### config.mk
export PLATFORM = sky130hd
export DESIGN_NAME = jls_device_flat
export DESIGN_NICKNAME = d
export VERILOG_FILES = /design/src/common/jls_pkg.sv /design/src/common/jls_link_if.sv /design/src/core/jls_device.sv /design/src/flat_wrapper.sv
export SDC_FILE = /design/constraint.sdc
export NUM_CORES = 1
export LEC_CHECK = 0
export ABC_AREA = 0
export BUFFER_PORTS_ARGS = -buffer_cell sky130_fd_sc_hd__buf_4
export CORE_MARGIN = 3
export CORE_UTILIZATION = 50
export DETAILED_ROUTE_END_ITERATION = 8
export PLACE_DENSITY_LB_ADDON = 0.25
export SYNTH_ARGS = -nofsm -noshare
export SYNTH_HDL_FRONTEND = slang
export SYNTH_SLANG_ARGS = --single-unit
### constraint.sdc
create_clock -name aclk -period 115.1 [get_ports aclk]
set_input_delay 5.755 -clock aclk [delete_from_list [all_inputs] [get_ports aclk]]
set_output_delay 5.755 -clock aclk [all_outputs]
set_load 0.02 [all_outputs]
### src/common/jls_pkg.sv
package jls_pkg;
  // ==========================================================
  // Device register map (10-bit register address, 8-bit data)
  localparam logic [9:0] OFF_DECIMATION   = 10'h140;
  localparam logic [9:0] OFF_NCO_PHASE_LO = 10'h143;
  localparam logic [9:0] OFF_NCO_PHASE_HI = 10'h145;
  localparam logic [9:0] OFF_SYNC_CTRL    = 10'h1e8;
  localparam logic [9:0] OFF_CAPTURE_WIN  = 10'h1ea;
  localparam logic [9:0] OFF_PREEMPHASIS  = 10'h1ef;
  localparam logic [9:0] OFF_SYNTH_SAMPLE = 10'h2bb;
  localparam logic [9:0] OFF_PLL_STATUS   = 10'h2dc;

  // ==========================================================
  // Field positions and reset values
  localparam int SYNC_ENABLE_BIT  = 1;
  localparam int SYNC_ONESHOT_BIT = 2;
  localparam int SYNC_NCO_BIT     = 5;
  localparam int SYNTH_REFCAP_BIT = 3;
  localparam int PLL_LOCK_BIT     = 0;
  localparam int PLL_ALIGNED_BIT  = 1;
  localparam logic [7:0] REG_RESET = 8'h00;

  // ==========================================================
  // Rates: IQ rate in 0.1 MSPS units, line rate in Mbps
  localparam logic [15:0] IQ_ONE_MIN     = 16'd768;
  localparam logic [15:0] IQ_ONE_MAX     = 16'd1333;
  localparam logic [15:0] IQ_TWO_MIN     = 16'd1536;
  localparam logic [15:0] IQ_TWO_MAX     = 16'd2667;
  localparam logic [15:0] LINE_MIN_MBPS  = 16'd3072;
  localparam logic [15:0] LINE_MAX_MBPS  = 16'd5333;
  localparam int          LINE_FACTOR    = 40;
  localparam int          IQ_UNIT_DIV    = 10;

  // ==========================================================
  // Timing
  localparam int CLK_MHZ          = 125;
  localparam int PLL_LOCK_NS      = 1000;
  localparam int PLL_LOCK_CYCLES  = (PLL_LOCK_NS * CLK_MHZ + 999) / 1000;
  localparam int SYSREF_MIN_HIGH  = 2;
  localparam int SREF_HIGH_CYCLES = 4;
  localparam int SREF_PERIOD      = 64;

  // ==========================================================
  // Controller registers on AXI4-Lite
  localparam logic [3:0] OFF_HOST_CMD    = 4'h0;
  localparam logic [3:0] OFF_HOST_STATUS = 4'h4;
  localparam logic [3:0] OFF_HOST_SYSREF = 4'h8;
  localparam int CMD_READ_BIT  = 31;
  localparam int STAT_BUSY_BIT = 31;
  localparam int SREF_CONT_BIT = 8;
  localparam logic [1:0] RESP_OKAY   = 2'b00;
  localparam logic [1:0] RESP_SLVERR = 2'b10;
endpackage

### src/common/jls_link_if.sv
interface jls_link_if;
  logic [9:0] reg_addr;
  logic [7:0] reg_wdata;
  logic       reg_wr;
  logic       reg_rd;
  logic [7:0] reg_rdata;
  logic       reg_ack;
  logic       sysref;
  logic       lane_a_en;
  logic       lane_b_en;

  modport dev (
    input  reg_addr, reg_wdata, reg_wr, reg_rd, sysref,
    output reg_rdata, reg_ack, lane_a_en, lane_b_en
  );
  modport host (
    output reg_addr, reg_wdata, reg_wr, reg_rd, sysref,
    input  reg_rdata, reg_ack, lane_a_en, lane_b_en
  );
endinterface

### src/core/jls_device.sv
// Contract
// Preemphasis level set by a register
// Preemphasis off after reset
// Serializer clock equals lane line rate
// PLL setup derived from IQ rate, lanes
// Read-only serializer lock flag
// Line rate kept within supported range
// One lane low rates, two lanes high
// Line rate is 40 times IQ over lanes
// IQ rate is ADC rate over decimation
// SYSREF aligns dividers and PHASE_ACCUMULATOR_OSCILLATOR reference
// First alignment uncertain by one ADC cycle
// Phase held once SYSREF sampled
// SYSREF high at least two clock periods
// Software clears bit 3 before synchronizing
// Synth mode: reference edge, then resample
// One-shot acts on second pulse only
// Source sends at least two pulses
// Captured SYSREF loads PHASE_ACCUMULATOR_OSCILLATOR initial phase
// Second pulse resets dividers and PHASE_ACCUMULATOR_OSCILLATOR
// Capture window tolerates SYSREF drift
//
// Register access over AXI4-Lite was left to the implementer.
module jls_device #(
  parameter int LMFC_CYCLES = 32
) (
  input  wire logic        aclk,
  input  wire logic        aresetn,
  jls_link_if.dev          link,
  input  wire logic [15:0] adc_rate_100k,
  input  wire logic        synth_enable,
  input  wire logic        ref_clk_en,
  input  wire logic [7:0]  nco_step,
  output logic [15:0]      line_rate_mbps,
  output logic [1:0]       lanes_used,
  output logic             serializer_lock_flag,
  output logic [7:0]       preemph_level,
  output logic [7:0]       link_div_count,
  output logic             link_resync,
  output logic             sysref_aligned,
  output logic [15:0]      nco_phase
);
  import jls_pkg::*;

  generate
    if (LMFC_CYCLES < 4 || LMFC_CYCLES > 256) begin : g_bad_lmfc
      $error("LMFC_CYCLES must lie in 4..256");
    end
  endgenerate

  typedef struct packed {
    logic [7:0]  dec;
    logic [7:0]  nco_lo;
    logic [7:0]  nco_hi;
    logic [7:0]  sync;
    logic [7:0]  win;
    logic [7:0]  preemph;
    logic [7:0]  synth;
    logic [7:0]  rdata;
    logic        ack;
    logic        sref_s1;
    logic        sref_s2;
    logic        sref_ref;
    logic        sref_q;
    logic [1:0]  hi_cnt;
    logic [1:0]  pulse_cnt;
    logic        done;
    logic        aligned;
    logic        resync;
    logic [7:0]  div_cnt;
    logic [7:0]  nco_coarse;
    logic [7:0]  nco_fine;
    logic [23:0] cfg;
    logic [7:0]  lock_cnt;
    logic        locked;
    logic [15:0] line_rate;
    logic [1:0]  lanes;
  } jls_dev_state_t;

  jls_dev_state_t s_reg;
  jls_dev_state_t s_next;

  // ==========================================================
  // Rate arithmetic
  logic [15:0] iq_rate;
  logic [1:0]  lanes_calc;
  logic [31:0] line_calc;
  logic        rate_ok;

  always_comb begin
    iq_rate = (s_reg.dec == 8'h00) ? 16'h0000
            : 16'(adc_rate_100k / {8'h00, s_reg.dec});
    if (iq_rate >= IQ_ONE_MIN && iq_rate <= IQ_ONE_MAX) begin
      lanes_calc = 2'd1;
    end else if (iq_rate >= IQ_TWO_MIN && iq_rate <= IQ_TWO_MAX) begin
      lanes_calc = 2'd2;
    end else begin
      lanes_calc = 2'd0;
    end
    line_calc = (lanes_calc == 2'd0) ? 32'h0000_0000
              : (32'(LINE_FACTOR) * {16'h0000, iq_rate})
                / (32'(IQ_UNIT_DIV) * {30'h0, lanes_calc});
    rate_ok = lanes_calc != 2'd0 && line_calc >= {16'h0, LINE_MIN_MBPS}
              && line_calc <= {16'h0, LINE_MAX_MBPS};
  end

  // ==========================================================
  // Next-state logic
  logic       event_seen;
  logic       act;
  logic       in_window;
  logic [8:0] d_off;
  logic [8:0] early_lim;
  logic [15:0] nco_sum;

  always_comb begin
    s_next = s_reg;
    s_next.ack = 1'b0;
    s_next.resync = 1'b0;

    // Register port
    if (link.reg_wr) begin
      s_next.ack = 1'b1;
      unique case (link.reg_addr)
        OFF_DECIMATION:   s_next.dec = link.reg_wdata;
        OFF_NCO_PHASE_LO: s_next.nco_lo = link.reg_wdata;
        OFF_NCO_PHASE_HI: s_next.nco_hi = link.reg_wdata;
        OFF_SYNC_CTRL: begin
          s_next.sync = link.reg_wdata;
          s_next.pulse_cnt = 2'd0; // Rewrite rearms the one-shot
          s_next.done = 1'b0;
        end
        OFF_CAPTURE_WIN:  s_next.win = link.reg_wdata;
        OFF_PREEMPHASIS:  s_next.preemph = link.reg_wdata;
        OFF_SYNTH_SAMPLE: s_next.synth = link.reg_wdata;
        default: ; // Status and unmapped writes are dropped
      endcase
    end else if (link.reg_rd) begin
      s_next.ack = 1'b1;
      unique case (link.reg_addr)
        OFF_DECIMATION:   s_next.rdata = s_reg.dec;
        OFF_NCO_PHASE_LO: s_next.rdata = s_reg.nco_lo;
        OFF_NCO_PHASE_HI: s_next.rdata = s_reg.nco_hi;
        OFF_SYNC_CTRL:    s_next.rdata = s_reg.sync;
        OFF_CAPTURE_WIN:  s_next.rdata = s_reg.win;
        OFF_PREEMPHASIS:  s_next.rdata = s_reg.preemph;
        OFF_SYNTH_SAMPLE: s_next.rdata = s_reg.synth;
        OFF_PLL_STATUS: begin
          s_next.rdata = 8'h00;
          s_next.rdata[PLL_LOCK_BIT] = s_reg.locked;
          s_next.rdata[PLL_ALIGNED_BIT] = s_reg.aligned;
        end
        default: s_next.rdata = 8'h00;
      endcase
    end

    // Serializer PLL: relock after every configuration change
    s_next.cfg = {adc_rate_100k, s_reg.dec};
    s_next.lanes = rate_ok ? lanes_calc : 2'd0;
    s_next.line_rate = rate_ok ? line_calc[15:0] : 16'h0000;
    if (s_next.cfg != s_reg.cfg || !rate_ok) begin
      s_next.lock_cnt = 8'h00;
      s_next.locked = 1'b0;
    end else if (s_reg.lock_cnt == 8'(PLL_LOCK_CYCLES - 1)) begin
      s_next.locked = 1'b1;
    end else begin
      s_next.lock_cnt = s_reg.lock_cnt + 8'h01;
    end

    // SYSREF path: only the second stage is read
    s_next.sref_s1 = link.sysref;
    s_next.sref_s2 = s_reg.sref_s1;
    if (ref_clk_en) begin
      s_next.sref_ref = s_reg.sref_s2;
    end
    s_next.sref_q = (synth_enable && !s_reg.synth[SYNTH_REFCAP_BIT])
                  ? s_reg.sref_ref : s_reg.sref_s2;

    // Highs of sref_q shorter than two cycles never count as a pulse
    if (!s_reg.sref_q) begin
      s_next.hi_cnt = 2'd0;
    end else if (s_reg.hi_cnt < 2'(SYSREF_MIN_HIGH)) begin
      s_next.hi_cnt = s_reg.hi_cnt + 2'd1;
    end
    event_seen = s_reg.sref_q
               && s_reg.hi_cnt == 2'(SYSREF_MIN_HIGH - 1);

    // Window around the expected boundary, in cycles
    d_off = (s_reg.div_cnt == 8'(LMFC_CYCLES - 1)) ? 9'h000
          : {1'b0, s_reg.div_cnt} + 9'h001;
    early_lim = 9'(LMFC_CYCLES) - {5'h00, s_reg.win[3:0]};
    in_window = d_off <= {5'h00, s_reg.win[7:4]}
              || (s_reg.win[3:0] != 4'h0 && d_off >= early_lim);

    act = 1'b0;
    if (event_seen && s_reg.sync[SYNC_ENABLE_BIT]) begin
      if (s_reg.sync[SYNC_ONESHOT_BIT]) begin
        if (!s_reg.done) begin
          s_next.pulse_cnt = s_reg.pulse_cnt + 2'd1;
          if (s_reg.pulse_cnt == 2'd1) begin
            act = 1'b1;
            s_next.done = 1'b1;
          end
        end
      end else begin
        act = !(s_reg.aligned && in_window);
      end
    end

    // Free-running divider keeps the captured phase
    if (act) begin
      s_next.div_cnt = 8'h00;
      s_next.aligned = 1'b1;
      s_next.resync = 1'b1;
    end else if (s_reg.div_cnt == 8'(LMFC_CYCLES - 1)) begin
      s_next.div_cnt = 8'h00;
    end else begin
      s_next.div_cnt = s_reg.div_cnt + 8'h01;
    end

    nco_sum = {s_reg.nco_coarse, s_reg.nco_fine} + {8'h00, nco_step};
    if (act && s_reg.sync[SYNC_NCO_BIT]) begin
      s_next.nco_coarse = s_reg.nco_hi;
      s_next.nco_fine = s_reg.nco_lo;
    end else begin
      s_next.nco_coarse = nco_sum[15:8];
      s_next.nco_fine = nco_sum[7:0];
    end
  end

  always_ff @(posedge aclk) begin
    if (!aresetn) begin
      s_reg <= '0;
    end else begin
      s_reg <= s_next;
    end
  end

  // ==========================================================
  // Outputs
  assign link.reg_rdata = s_reg.rdata;
  assign link.reg_ack = s_reg.ack;
  assign link.lane_a_en = s_reg.locked && s_reg.lanes != 2'd0;
  assign link.lane_b_en = s_reg.locked && s_reg.lanes == 2'd2;
  assign line_rate_mbps = s_reg.line_rate;
  assign lanes_used = s_reg.lanes;
  assign serializer_lock_flag = s_reg.locked;
  assign preemph_level = s_reg.preemph;
  assign link_div_count = s_reg.div_cnt;
  assign link_resync = s_reg.resync;
  assign sysref_aligned = s_reg.aligned;
  assign nco_phase = {s_reg.nco_coarse, s_reg.nco_fine};
endmodule

### src/flat_wrapper.sv
// flat-port wrapper written by rule: the top's interface ports become plain ports
module jls_device_flat import jls_pkg::*;
#(
  parameter int LMFC_CYCLES = 32
)
  (aclk, aresetn, adc_rate_100k, synth_enable, ref_clk_en, nco_step, line_rate_mbps, lanes_used, serializer_lock_flag, preemph_level, link_div_count, link_resync, sysref_aligned, nco_phase, link_reg_addr, link_reg_wdata, link_reg_wr, link_reg_rd, link_sysref, link_reg_rdata, link_reg_ack, link_lane_a_en, link_lane_b_en);
  jls_link_if link_i ();
  input  wire logic aclk;
  input  wire logic aresetn;
  input  wire logic [15:0] adc_rate_100k;
  input  wire logic synth_enable;
  input  wire logic ref_clk_en;
  input  wire logic [7:0] nco_step;
  output logic [15:0] line_rate_mbps;
  output logic [1:0] lanes_used;
  output logic serializer_lock_flag;
  output logic [7:0] preemph_level;
  output logic [7:0] link_div_count;
  output logic link_resync;
  output logic sysref_aligned;
  output logic [15:0] nco_phase;
  input wire logic [$bits(link_i.reg_addr)-1:0] link_reg_addr;
  input wire logic [$bits(link_i.reg_wdata)-1:0] link_reg_wdata;
  input wire logic [$bits(link_i.reg_wr)-1:0] link_reg_wr;
  input wire logic [$bits(link_i.reg_rd)-1:0] link_reg_rd;
  input wire logic [$bits(link_i.sysref)-1:0] link_sysref;
  output wire logic [$bits(link_i.reg_rdata)-1:0] link_reg_rdata;
  output wire logic [$bits(link_i.reg_ack)-1:0] link_reg_ack;
  output wire logic [$bits(link_i.lane_a_en)-1:0] link_lane_a_en;
  output wire logic [$bits(link_i.lane_b_en)-1:0] link_lane_b_en;
  assign link_i.reg_addr = link_reg_addr;
  assign link_i.reg_wdata = link_reg_wdata;
  assign link_i.reg_wr = link_reg_wr;
  assign link_i.reg_rd = link_reg_rd;
  assign link_i.sysref = link_sysref;
  assign link_reg_rdata = link_i.reg_rdata;
  assign link_reg_ack = link_i.reg_ack;
  assign link_lane_a_en = link_i.lane_a_en;
  assign link_lane_b_en = link_i.lane_b_en;
  jls_device #(.LMFC_CYCLES(LMFC_CYCLES)) u_core (.aclk(aclk), .aresetn(aresetn), .link(link_i), .adc_rate_100k(adc_rate_100k), .synth_enable(synth_enable), .ref_clk_en(ref_clk_en), .nco_step(nco_step), .line_rate_mbps(line_rate_mbps), .lanes_used(lanes_used), .serializer_lock_flag(serializer_lock_flag), .preemph_level(preemph_level), .link_div_count(link_div_count), .link_resync(link_resync), .sysref_aligned(sysref_aligned), .nco_phase(nco_phase));
endmodule
==> impl_summary.txt <==
----------------------------------------------------
[STA]
  Portion of the clock cycle consumed by the worst path in the final layout ... 92.74%
  Fin Setup TNS ... 0 ps
  Post-Route Skew ... 17.74 ps
  Final number of setup-violating endpoints ... 0
  Normalized max-slew margin ... 12.94%
  Final Max Tran Viols ... 0
  Minimum clock period ... 106,740 ps
  Number of hold violations in the final report ... 0
  Slew @ Worst Pin ... 1292 ps
  Max frequency ... 0.009368 GHz

[Global route]
  Met2 track demand over resource ... 45.91%
  Initial antenna violation count ... 0
  Routing usage on met3 ... 2.414%
  Grt total ovfl ... 0
  Total global-route track usage ... 27.69%
  Vias in the first global route ... 28,870
  Pin count of the biggest net entering global routing ... 119
  First-pass GRT wire length ... 149,200 microns
  Routing usage on met1 ... 38.49%
  Highest-utilization routing layer at the global route stage ... met2

[Routing]
  Post-DR vias/cell ... 6.365
  Post-detailed-route DRC marker count ... 0
  Drt total wl ... 92,340 microns
  Number of design-rule violations left by the first detailed-router iteration ... 2,647
  Vias ... 31,520
  DR WL/cell ... 18.65 microns
  Remaining number of nets flagged by the antenna check after routing ... 0
  First-pass iteration count of the detailed router ... 6

[Synth]
  Proportion of register bits with asynchronous set or reset after synthesis ... 0%
  Multiplexer share of the synthesized area ... 4.035%
  Compound-gate portion of the synthesized area ... 30.02%
  Cell count after synthesis ... 4,163
  Number of synthesis warnings ... 0
  Count of flip-flops with a built-in enable after synthesis ... 0
  Largest area contributor in the synthesized netlist ... sky130_fd_sc_hd__ha_1
  Flops & latches, synth ... 151
  Cell types with the largest area share after synthesis ... sky130_fd_sc_hd__ha_1, sky130_fd_sc_hd__dfxtp_1, sky130_fd_sc_hd__nand2_1, sky130_fd_sc_hd__xnor2_1, sky130_fd_sc_hd__nor2_1
  Area share of fa/ha/maj cells after synthesis ... 11.43%
  Netlist area before placement ... 0.03045 sq mm
  Main combinational cell family by area after synthesis ... simple AND/OR/NAND/NOR gates
  Primary FF master, synth ... sky130_fd_sc_hd__dfxtp_1
  Number of different library cells in the post-synthesis netlist ... 169
  Sequential-to-total area share from yosys stat ... 9.926%
  Simple-gate portion of the synthesized area ... 31.61%
  Top-area cell type share of the netlist area ... 11.13%
  Mean instance size in the synthesized netlist ... 7.315 sq um
  XOR/XNOR share of the synthesized area ... 8.036%

[Floorplan]
  Vert. Die Dim ... 252.8 microns
  Number of top-level design ports ... 113
  Area enclosed by the die boundary ... 0.06390 sq mm
  Starting Density ... 51.02%
  Core outline area ... 0.05969 sq mm
  X dimension of the die ... 252.8 microns
  Number of core rows ... 89

[Cells and area]
  Number of filler instances in the final layout ... 5,839
  Share of layout cells above drive strength 1 ... 12.16%
  End-of-flow core utilization ... 54.09%
  Area Growth Syn to Fin ... 6.023%
  Sequential cell area ... 0.003023 sq mm
  Net total in the final layout ... 4,489
  Number of flip-flops in the largest register ... 80
  Diode count ... 0
  Multi-input combinational cell area ... 0.02613 sq mm

[Clock tree]
  Clock tree from TritonCTS ... built
  Clock network latency to the later pin of the worst-skew pair ... 430 ps
  Maximum buffer depth of the clock tree ... 2
  CTS root buf ... sky130_fd_sc_hd__clkbuf_16
  Clock H-tree levels ... 4
  Clock slew at reported path FFs ... 70 ps
  Clock tree sinks ... 151
  CTS Hold Bufs ... 0
  Total CTS buffers ... 17

[Place]
  Count of input and output buffers ... 112
  Routability congestion estimate ... 0.9635
  Half-perimeter wire length of the detailed placement result ... 73,880 microns

[Min path]
  HP Class ... flop to flop

[Critical path]
  Slowest Stage Delay on Critical Path ... 700 ps
  Worst-path fanout max ... 21
  Library cell contributing the largest single delay on the critical path ... sky130_fd_sc_hd__or4_1
  Arrival time reported for the critical path endpoint ... 107,050 ps
  WS Path Type ... input pin to flop
  Cell repeated most along the worst path ... sky130_fd_sc_hd__o21a_1
  Crit end category ... flop
  Worst setup SP type ... input pin
  Required time of the worst setup path ... 115,410 ps

[Flow run]
  Maxcap violations ... 0

[Outcome]
  Result of the run ... finished, final reports clean

----------------------------------------------------
[worst paths after layout]
| kind | slack, ps | from | end | cells after the start |
|---|---|---|---|---|
| setup / recovery | 8360 | adc_rate_100k[15] | u_core.line_rate_mbps[4] | 422 |
| hold / removal | 450 | u_core.s_next[84] | u_core.s_reg[84] | 1 |
| setup reg to reg | 12550 | u_core.s_next[27] | u_core.line_rate_mbps[4] | 422 |
| hold reg to reg | 450 | u_core.s_next[84] | u_core.s_reg[84] | 1 |
[per-stage QoR]
stage | setup slack, ps | cells | hold slack [ps] | cell area (sq um)
global route | -210.8 | 4952 | 467.0 | 32290
floorplan | 17060 | 4175 | 411.9 | 30500
global placement | 7898 | 4905 | 415.2 | 31440
finish | 8357 | 4952 | 450.1 | 32290
CTS | 4780 | 4937 | 455.1 | 32060
detailed placement | 4501 | 4905 | 436.6 | 31440
[synth_stat cells (33+ instances only)]
library cell               instances
sky130_fd_sc_hd__a22oi_1          33
sky130_fd_sc_hd__nand4_1          64
sky130_fd_sc_hd__buf_4            79
sky130_fd_sc_hd__or2_2            40
sky130_fd_sc_hd__xnor2_1         168
sky130_fd_sc_hd__xor2_1          104
sky130_fd_sc_hd__clkbuf_1         55
sky130_fd_sc_hd__o21a_1          100
sky130_fd_sc_hd__o21ai_0         170
sky130_fd_sc_hd__and2_1           92
sky130_fd_sc_hd__ha_1            271
sky130_fd_sc_hd__mux2_2           47
sky130_fd_sc_hd__a21boi_0         74
sky130_fd_sc_hd__a31oi_1          49
sky130_fd_sc_hd__o31ai_1          46
sky130_fd_sc_hd__nand3_1         146
sky130_fd_sc_hd__a21o_1           75
sky130_fd_sc_hd__nor3_1          177
sky130_fd_sc_hd__nand2b_1         64
sky130_fd_sc_hd__and3_1           51
sky130_fd_sc_hd__inv_1           103
sky130_fd_sc_hd__nor2b_1          65
sky130_fd_sc_hd__mux2i_1          55
sky130_fd_sc_hd__o21ai_1          36
sky130_fd_sc_hd__dfxtp_1         151
sky130_fd_sc_hd__buf_2            36
sky130_fd_sc_hd__a21oi_1         243
sky130_fd_sc_hd__nor2_1          366
sky130_fd_sc_hd__nor4_1           47
sky130_fd_sc_hd__or3_1            46
sky130_fd_sc_hd__nand2_1         405
sky130_fd_sc_hd__o211ai_1         49
[kinds of logic after synthesis]
group / after synthesis
adder cells (fa/ha/maj): 277
AND/OR/NAND/NOR: 1796
multiplexers: 112
buffers and inverters: 286
XOR/XNOR: 276
other: 1
flip-flops: 151
AO/OA/AOI/OAI: 1264
[worst max-delay path: cells and delay by family]
| kind | cells | cell delay, ps |
|---|---|---|
| simple gates | 158 | 40290 |
| xor+xnor | 1 | 100 |
| mux | 9 | 2830 |
| fa+ha+maj | 44 | 13430 |
| buf+inv | 12 | 1280 |
| compound gates | 198 | 43300 |
[timing repair]
action | in CTS | in global routing
hold endpoints to repair | 0 | 0
buffers inserted | 0 | 15
setup endpoints to repair | 0 | 24
resized for setup | 0 | 22
[cell usage in the layout (no fill, tap or decap), types with 17 or more instances in the layout]
master	instances
sky130_fd_sc_hd__clkbuf_16	17
sky130_fd_sc_hd__a21oi_1	240
sky130_fd_sc_hd__nor3_1	172
sky130_fd_sc_hd__nand2b_1	64
sky130_fd_sc_hd__a211o_1	17
sky130_fd_sc_hd__o22ai_1	20
sky130_fd_sc_hd__nor2b_1	65
sky130_fd_sc_hd__xor2_1	104
sky130_fd_sc_hd__xnor2_1	168
sky130_fd_sc_hd__nand2_1	402
sky130_fd_sc_hd__dfxtp_1	151
sky130_fd_sc_hd__nor3b_1	23
sky130_fd_sc_hd__a22oi_1	33
sky130_fd_sc_hd__or2_2	40
sky130_fd_sc_hd__o21a_1	100
sky130_fd_sc_hd__a21o_1	75
sky130_fd_sc_hd__or3_1	46
sky130_fd_sc_hd__a31oi_1	49
sky130_fd_sc_hd__o211ai_1	49
sky130_fd_sc_hd__buf_4	152
sky130_fd_sc_hd__o31ai_1	46
sky130_fd_sc_hd__mux2_2	47
sky130_fd_sc_hd__nand3_1	146
sky130_fd_sc_hd__o21ai_1	35
sky130_fd_sc_hd__o21ai_0	170
sky130_fd_sc_hd__a211oi_1	31
sky130_fd_sc_hd__a21boi_0	74
sky130_fd_sc_hd__o2111ai_1	20
sky130_fd_sc_hd__nor4_1	44
sky130_fd_sc_hd__nor2_1	364
sky130_fd_sc_hd__and3_1	50
sky130_fd_sc_hd__ha_1	271
sky130_fd_sc_hd__inv_1	103
sky130_fd_sc_hd__mux2i_1	55
sky130_fd_sc_hd__o21bai_1	22
sky130_fd_sc_hd__nand4_1	64
sky130_fd_sc_hd__or4_1	31
sky130_fd_sc_hd__and2_1	92
[cell type report]
class	count	share of cell area [%]
multi-input cells	3738	80.92
clock inverters	14	0.5464
inverters	105	1.221
repair buffers	153	3.596
flip-flops and latches	151	9.363
well taps	773	2.996
clock buffers	18	1.360
[per-layer routing]
| metal | wire (microns) | share of wire, % |
|---|---|---|
| met4 | 2227 | 2.4 |
| met2 | 41910 | 45 |
| met3 | 4839 | 5.2 |
| met1 | 43370 | 47 |
| met5 | 0 | 0 |
Power is not shown: default switching activity piles up to over one toggle a cycle in this logic, so the estimate is an artifact.
